[src/rtl/pec_regs.svh]
// Constants for the link event counter block: identifiers, size codes, reset values
`ifndef PEC_REGS_SVH
`define PEC_REGS_SVH

// Counter identifier codes, bits 11:0
`define PEC_ID_END 12'h000
`define PEC_ID_CMD_ICRC 12'h001
`define PEC_ID_DATA_RERR 12'h002
`define PEC_ID_D2H_DATA_RERR 12'h003
`define PEC_ID_H2D_DATA_RERR 12'h004
`define PEC_ID_ND_RERR 12'h005
`define PEC_ID_D2H_ND_RERR 12'h006
`define PEC_ID_H2D_ND_RERR 12'h007
`define PEC_ID_PHYRDY_ENTRY 12'h009
`define PEC_ID_SIG_FIS_OK 12'h00a
`define PEC_ID_H2D_CRC_RERR 12'h00b
`define PEC_ID_H2D_OTHER_RERR 12'h00d

// Identifier field layout
`define PEC_ID_SIZE_MSB 14
`define PEC_ID_SIZE_LSB 12
`define PEC_ID_VENDOR_BIT 15

// Size codes in identifier bits 14:12
`define PEC_SIZE_16 3'h1
`define PEC_SIZE_32 3'h2
`define PEC_SIZE_48 3'h3
`define PEC_SIZE_64 3'h4

// Reported value width and granule
`define PEC_REP_W 64
`define PEC_GRANULE 16

// Number of implemented counters; the terminator slot follows them
`define PEC_NUM_CNT 11

// Counter reset value
`define PEC_CNT_RESET 64'h0

`endif

[src/rtl/pec_pkg.sv]
// Types shared by the link event counter block
package pec_pkg;

    // Link-layer events, one-cycle pulses except phy_rdy which is a level
    typedef struct packed {
        logic cmd_icrc_fail;
        logic d2h_data_rerr;
        logic h2d_data_rerr;
        logic d2h_nd_rerr;
        logic h2d_nd_rerr;
        logic h2d_rerr_crc;
        logic sig_fis_rok;
        logic phy_rdy;
    } pec_evt_s;

    // One reported log entry
    typedef struct packed {
        logic [15:0] id;
        logic [63:0] value;
        logic last;
    } pec_entry_s;

    // Readout sequencer states
    typedef enum logic [0:0] {
        PEC_IDLE,
        PEC_DUMP
    } pec_state_e;

endpackage

[src/rtl/pec_sat_counter.sv]
// Saturating event counter with one-extended reported value
`timescale 1ns/100ps
`default_nettype none
`include "pec_regs.svh"

module pec_sat_counter #(
    parameter int W = 32
) (
    // Clock and reset
    input wire logic clock,
    input wire logic srst,
    // Count control
    input wire logic [1:0] inc,
    input wire logic clr,
    // Reported value and size code
    output logic [63:0] rep_val,
    output logic [2:0] size_code
);

    localparam int RW = ((W + `PEC_GRANULE - 1) / `PEC_GRANULE) * `PEC_GRANULE;
    localparam logic [63:0] REP_MASK = {64{1'b1}} >> (`PEC_REP_W - RW);
    localparam logic [W+1:0] MAX_SUM = {2'b00, {W{1'b1}}};

    logic [W-1:0] count_r;
    logic [W+1:0] sum;

    assign sum = {2'b00, count_r} + {{W{1'b0}}, inc};

    // Count, hold at the top, and restart from any event seen on a clear
    always_ff @(posedge clock) begin
        if (srst) begin
            count_r <= '0;
        end else if (clr) begin
            count_r <= W'(inc);
        end else if (sum > MAX_SUM) begin
            count_r <= {W{1'b1}};
        end else begin
            count_r <= sum[W-1:0];
        end
    end

    // A full counter reads as ones across its whole reported width
    always_comb begin
        if (&count_r) begin
            rep_val = REP_MASK;
        end else begin
            rep_val = 64'(count_r);
        end
    end

    assign size_code = 3'(RW / `PEC_GRANULE);

endmodule
`default_nettype wire

[src/rtl/pec_counters.sv]
// Link event counters with log readout and clear
`timescale 1ns/100ps
`default_nettype none
`include "pec_regs.svh"

// Overview of operation
// - Identifier zero closes the reported list and carries no count.
// - Counter 1 tallies commands ending with error status and interface CRC error.
// - Counter 2 tallies data frames answered with R_ERR in either direction.
// - Counter 3 tallies outgoing data frames the host answered with R_ERR.
// - Counter 4 tallies incoming data frames answered with R_ERR; no cause split.
// - Counter 5 tallies non-data frames answered with R_ERR both ways, retries too.
// - Counter 6 tallies outgoing non-data frames answered with R_ERR, retries too.
// - Counter 7 tallies incoming non-data frames answered with R_ERR, retries too.
// - Counter 9 tallies every entry into ready link state from not-ready.
// - Power-managed link transitions may also advance counter 9.
// - Counter 10 tallies reset signature frames acknowledged with R_OK.
// - Counter 11 tallies incoming frames answered with R_ERR for CRC error.
// - Counter 13 tallies incoming frames answered with R_ERR for other causes.
// - Counters stop at maximum and report one-extended to full width.
// - Identifier bits 14:12 carry the counter size code.
// - A BIST Activate frame clears every counter; an event in the same cycle still counts.
// - A clearing log read returns current values, then clears all counters.
module pec_counters #(
    parameter int CNT_W = 32,
    parameter int PHY_CNT_W = 16
) (
    // Clock and reset
    input wire logic clock,
    input wire logic srst,
    // Link-layer events
    input wire pec_pkg::pec_evt_s evt,
    input wire logic ipm_enabled,
    input wire logic ipm_transition,
    // Counter clear by BIST Activate frame
    input wire logic bist_activate,
    // Log read request
    input wire logic log_start,
    input wire logic log_clear,
    // Log entry stream
    output logic log_busy,
    output logic ent_valid,
    output pec_pkg::pec_entry_s ent
);

    localparam int N = `PEC_NUM_CNT;
    localparam int SW = $clog2(N + 1);

    // Identifier table, slot order is the reporting order
    localparam logic [11:0] ID_TAB [N] = '{
        `PEC_ID_CMD_ICRC,
        `PEC_ID_DATA_RERR,
        `PEC_ID_D2H_DATA_RERR,
        `PEC_ID_H2D_DATA_RERR,
        `PEC_ID_ND_RERR,
        `PEC_ID_D2H_ND_RERR,
        `PEC_ID_H2D_ND_RERR,
        `PEC_ID_PHYRDY_ENTRY,
        `PEC_ID_SIG_FIS_OK,
        `PEC_ID_H2D_CRC_RERR,
        `PEC_ID_H2D_OTHER_RERR
    };

    // Width of each physical counter; only the link-ready counter is narrow
    localparam int W_TAB [N] = '{
        CNT_W, CNT_W, CNT_W, CNT_W, CNT_W, CNT_W, CNT_W,
        PHY_CNT_W, CNT_W, CNT_W, CNT_W
    };

    pec_pkg::pec_state_e state_r;
    logic [SW-1:0] slot_r;
    logic clear_req_r;
    logic phy_rdy_prev_r;
    logic clr_all;
    logic dump_done;
    logic phy_rise;
    logic h2d_any;
    logic [1:0] inc_vec [N];
    logic [63:0] val_vec [N];
    logic [2:0] code_vec [N];
    pec_pkg::pec_entry_s ent_nxt;
    logic ent_valid_r;
    pec_pkg::pec_entry_s ent_r;

    // Ready-state entry is a rising edge of the link ready level
    always_ff @(posedge clock) begin
        if (srst) begin
            phy_rdy_prev_r <= 1'b0;
        end else begin
            phy_rdy_prev_r <= evt.phy_rdy;
        end
    end

    // Every cause counts; power-managed entries are not filtered out
    assign phy_rise = evt.phy_rdy & ~phy_rdy_prev_r;

    // Incoming frame refused, data or non-data
    assign h2d_any = evt.h2d_data_rerr | evt.h2d_nd_rerr;

    // Increment amount per counter; combined counters may take two at once
    always_comb begin
        inc_vec[0] = {1'b0, evt.cmd_icrc_fail};
        inc_vec[1] = 2'(evt.d2h_data_rerr) + 2'(evt.h2d_data_rerr);
        inc_vec[2] = {1'b0, evt.d2h_data_rerr};
        inc_vec[3] = {1'b0, evt.h2d_data_rerr};
        inc_vec[4] = 2'(evt.d2h_nd_rerr) + 2'(evt.h2d_nd_rerr);
        inc_vec[5] = {1'b0, evt.d2h_nd_rerr};
        inc_vec[6] = {1'b0, evt.h2d_nd_rerr};
        inc_vec[7] = {1'b0, phy_rise};
        inc_vec[8] = {1'b0, evt.sig_fis_rok};
        inc_vec[9] = {1'b0, h2d_any & evt.h2d_rerr_crc};
        inc_vec[10] = {1'b0, h2d_any & ~evt.h2d_rerr_crc};
    end

    // One saturating counter per identifier
    for (genvar i = 0; i < N; i++) begin : g_cnt
        pec_sat_counter #(
            .W(W_TAB[i])
        ) u_cnt (
            .clock(clock),
            .srst(srst),
            .inc(inc_vec[i]),
            .clr(clr_all),
            .rep_val(val_vec[i]),
            .size_code(code_vec[i])
        );
    end

    // Readout reaches the terminator slot
    assign dump_done = (state_r == pec_pkg::PEC_DUMP) && (slot_r == SW'(N));

    // Clear sources: a BIST Activate frame at once, a clearing read after its last entry
    logic clr_by_bist;
    logic clr_by_read;
    assign clr_by_bist = bist_activate;
    assign clr_by_read = dump_done & clear_req_r;
    // An event in the clear cycle still counts, so the clear never loses a pulse
    assign clr_all = clr_by_bist | clr_by_read;

    // Readout sequencer: one entry per cycle, then the terminator
    always_ff @(posedge clock) begin
        if (srst) begin
            state_r <= pec_pkg::PEC_IDLE;
            slot_r <= '0;
            clear_req_r <= 1'b0;
        end else begin
            case (state_r)
                pec_pkg::PEC_IDLE: begin
                    if (log_start) begin
                        state_r <= pec_pkg::PEC_DUMP;
                        slot_r <= '0;
                        clear_req_r <= log_clear;
                    end
                end
                pec_pkg::PEC_DUMP: begin
                    if (dump_done) begin
                        state_r <= pec_pkg::PEC_IDLE;
                        clear_req_r <= 1'b0;
                    end else begin
                        slot_r <= slot_r + SW'(1);
                    end
                end
                default: begin
                    state_r <= pec_pkg::PEC_IDLE;
                end
            endcase
        end
    end

    // Entry table: one row per counter, vendor bit always clear
    pec_pkg::pec_entry_s slot_ent [N+1];
    for (genvar j = 0; j < N; j++) begin : g_row
        assign slot_ent[j] = '{
            id: {1'b0, code_vec[j], ID_TAB[j]},
            value: val_vec[j],
            last: 1'b0
        };
    end

    // Terminator row closes the list and carries no count
    assign slot_ent[N] = '{
        id: {4'h0, `PEC_ID_END},
        value: `PEC_CNT_RESET,
        last: 1'b1
    };

    // Row for the current slot; any slot past the counters reads as the terminator
    always_comb begin
        ent_nxt = slot_ent[N];
        for (int k = 0; k < N; k++) begin
            if (slot_r == SW'(k)) begin
                ent_nxt = slot_ent[k];
            end
        end
    end

    // Registered entry output
    always_ff @(posedge clock) begin
        if (srst) begin
            ent_valid_r <= 1'b0;
            ent_r <= '0;
        end else begin
            ent_valid_r <= (state_r == pec_pkg::PEC_DUMP);
            if (state_r == pec_pkg::PEC_DUMP) begin
                ent_r <= ent_nxt;
            end
        end
    end

    // Outputs
    assign log_busy = (state_r == pec_pkg::PEC_DUMP);
    assign ent_valid = ent_valid_r;
    assign ent = ent_r;

    // Power management enables are informative only: all entries count,
    // so the optional filter on power-managed transitions is left out
    logic ipm_unused;
    assign ipm_unused = ipm_enabled & ipm_transition;

endmodule
`default_nettype wire

[config.mk]
export PLATFORM = sky130hd
export DESIGN_NAME = pec_counters
export DESIGN_NICKNAME = d
export VERILOG_FILES = /design/src/rtl/pec_pkg.sv /design/src/rtl/pec_sat_counter.sv /design/src/rtl/pec_counters.sv
export VERILOG_INCLUDE_DIRS = /design/src /design/src/rtl
export SDC_FILE = /design/constraint.sdc
export NUM_CORES = 1
export LEC_CHECK = 0
export BUFFER_PORTS_ARGS = -buffer_cell sky130_fd_sc_hd__buf_2
export CELL_PAD_IN_SITES_DETAIL_PLACEMENT = 0
export CELL_PAD_IN_SITES_GLOBAL_PLACEMENT = 1
export CORE_MARGIN = 8
export CORE_UTILIZATION = 42
export CTS_CLUSTER_DIAMETER = 30
export CTS_CLUSTER_SIZE = 10
export DETAILED_ROUTE_END_ITERATION = 16
export PLACE_DENSITY_LB_ADDON = 0.1
export SLEW_MARGIN = 40
export SYNTH_ARGS = -nofsm -noshare
export SYNTH_HDL_FRONTEND = slang
export SYNTH_SLANG_ARGS = --single-unit
[constraint.sdc]
create_clock -name clock -period 2.4 [get_ports clock]
set_clock_uncertainty 0.2 [all_clocks]
set_input_delay 0.36 -clock clock [delete_from_list [all_inputs] [get_ports clock]]
set_output_delay 0.36 -clock clock [all_outputs]
set_load 0.02 [all_outputs]
==> results.cfg <==
[job]
drv_cap = 0

[synthesis]
synth_mux_area_share_pct = 0.921
synth_compound_area_share_pct = 20.4
synth_top_family_by_area = simple AND/OR/NAND/NOR gates
synth-seq-cells = 383
ys.flop_type = dfxtp_1
yosysWarnings = 0
syn_area_per_cell_um2 = 8.06
synthAdderAreaFrac_pct = 2.01
ys_async_sr_fraction_pct = 0
yosysUniqueCellTypes = 77
synth_top_area_share_pct = 37.1
synth_edf_count = 0
synthSimpleGateAreaFrac_pct = 24.7
synth.most_common_cell = dfxtp_1
netlist_area_mm2 = 0.0207
syn_inst = 2562
synth.top_cells.by_count = 383 x dfxtp_1, 331 x a21oi_1, 219 x nor2_1
synth_xor_area_share_pct = 9.67
synth_seq_area_share_pct = 37.1
synth_area_leaders = dfxtp_1 37%, a21oi_1 8.0%, xor2_1 6.1%
yosysTopAreaCell = dfxtp_1

[sta]
maxSlewViolCount = 0
relSlewSlack_pct = 63.0
fin_ws_ps = -79.8
rsz0062_at_grt = true
finalCritPeriodShare_pct = 103
tightest_slew_ps = 555
setup_viol = 5
holdWs_ps = 43.4
max_freq_mhz = 403
hold_violations = 0
final.min_clock_period_ps = 2480
finalSetupTns_ps = -117

[drt]
dr.first_iter.drc_count = 2297
via_per_inst = 5.88
ant_nets = 0
drt_wl_total_um = 90800
drc_errors = 0
vias = 22700
drt-pass1-iter-count = 6
routedWlPerCell_um = 23.5

[finish]
nets = 3157
final_cells = 3870
syn_to_final_growth_pct = 48.6
drive_above_1_share_pct = 29.5

[clock_tree]
clockBufferDepth = 3
cts.clk_slew.worst_paths_ps = 40
insertion_delay_ps = 660
cts-htree-levels = 3
cts_buffers = 114
cts-root-buf = clkbuf_16
cts_sinks = 383
cts_tree = done

[global_routing]
antenna_found_initial = 1
grt_pass1_wl_um = 136000
first_global_vias = 21600
grt_max_degree = 61
grtUsageTotal_pct = 31.1
gr-total-overflow = 0

[die]
die_area_mm2 = 0.0565
core_area_mm2 = 0.0487
start_util_pct = 42.4
rows = 81
io_pins = 98
die-height_um = 238
die-width_um = 238

[worst_setup_path]
cp.required_ps = 2790
startpoint_type = register
r2r_slack_ps = -80
crit_path_end_kind = register
r2r_end = ent[25]$_SDFFE_PP0P_
r2r_cells = 10
crit_arrival_ps = 2870
crit_path_max_fanout = 8
rr_startpoint = slot_r[0]$_SDFFE_PP0P_
path_class = reg -> reg

[place]
portBuffers = 53
dp.final_hpwl_um = 69500
place_congestion = 1.02
dp_cells = 3617

[min_path]
min_from = srst
hold_depth = 3
whs_endpoint = ent[23]$_SDFFE_PP0P_
hold_path.class = in -> reg

[pwr]
p_per_area_mw_per_mm2 = 812
peakVddDrop_uv = 959
leakage_nw = 12.3

[status]
violations = setup timing
status = complete, but fails checks
-- per-stage QoR --
| stage | setup WS (ps) | utilization, % | total power, mW | instance area (um2) |
|---|---|---|---|---|
| final | -79.8 | 63.0 | 24.9 | 30700 |
| after CTS | -9.75 | 61.5 | 25.0 | 30000 |
| after global placement | -387 | 51.7 | 7.65 | 25200 |
| after global routing | -125 | 63.0 | 25.5 | 30700 |
| after detailed placement | -435 | 51.7 | 7.66 | 25200 |
| after floorplan | 8.89 | - | 7.19 | 20900 |
-- sequential cells by signal, indices dropped and copies added, names as in the netlist --
| signal | count |
|---|---|
| clear_req_r | 1 |
| log_busy | 1 |
| g_cnt.u_cnt.count_r | 336 |
| ent_valid | 1 |
| phy_rdy_prev_r | 1 |
| ent | 39 |
| slot_r | 4 |
-- layout by cell type, fill, tap and decap left out, types with 18 or more instances in the layout --
cell       count
bufinv_16     31
dfxtp_1      378
buf_2         53
nor4_1        18
nand4_1       86
clkinv_2      29
mux2i_1       19
buf_4        475
conb_1        42
a31oi_1       37
a211oi_1      29
clkbuf_8      22
nand2_1      193
clkbuf_16    117
o22ai_1       21
and3_1        95
a21oi_1      322
buf_12        35
and4_1        38
inv_1         33
nor2_1       215
nor3_1        61
xor2_1       145
nand3_1      131
ha_1          23
xnor2_1       83
and2_1        19
o221ai_1      26
buf_6         18
o21ai_0       47
-- area by class of cell --
cell class | instances | area [um2]
antenna | 1 | 2.50
clock buffer | 145 | 3250
sequential | 383 | 7680
multi-input combinational | 1982 | 12800
inverter | 37 | 139
fill | 4291 | 18000
tap | 664 | 831
clock inverter | 66 | 1150
timing repair buffer | 592 | 4850
-- cell families after synthesis --
kind of cell | Yosys count
AO/OA/AOI/OAI | 675
XOR/XNOR | 228
adder cells (fa/ha/maj) | 32
buffers and inverters | 238
flip-flops | 383
multiplexers | 19
other | 1
AND/OR/NAND/NOR | 986
-- worst max path at each step --
stage	start	to	slack [ps]	cells after the start
after floorplan	slot_r[0]$_SDFFE_PP0P_	ent[17]$_SDFFE_PP0P_	9	11
after global placement	slot_r[0]$_SDFFE_PP0P_	ent[12]$_SDFFE_PP0P_	-390	11
after detailed placement	evt[3]	g_cnt[10].u_cnt.count_r[0]$_SDFF_PP0_	-440	12
after CTS	slot_r[1]$_SDFFE_PP0P_	ent[25]$_SDFFE_PP0P_	-10	10
after global routing	slot_r[0]$_SDFFE_PP0P_	ent[25]$_SDFFE_PP0P_	-130	11
final	slot_r[0]$_SDFFE_PP0P_	ent[25]$_SDFFE_PP0P_	-80	10
-- report_power, final --
group	internal, mW	switching [mW]
Combinational	0.455	0.706
Sequential	6.45	0.0835
Clock	12.7	4.51
Total	19.6	5.30
-- critical path, stage by stage (launching register included) --
cell	delay, ps
dfxtp_2	350
buf_6	130
ha_4	170
buf_6	150
nor3_2	60
a211oi_2	230
buf_4	180
a221o_1	240
a21oi_2	140
or4_1	410
a31oi_1	160
-- routing by layer --
layer | routed length, um | global-route usage (%) | vias up
met5 | 0 | 0 | -
met4 | 3660 | 12.5 | 0
met3 | 7960 | 6.57 | 198
met2 | 39300 | 46.3 | 1021
met1 | 39900 | 43.5 | 11000
li1 | - | - | 10500
-- timing repair --
item                       in CTS  in global routing
resized for setup              60                114
pin swaps                      15                 29
hold endpoints to repair       13                  0
hold buffers                   10                  0
setup endpoints to repair     213                229
buffers inserted                5                 27
Power figures use the tool's default switching activity.
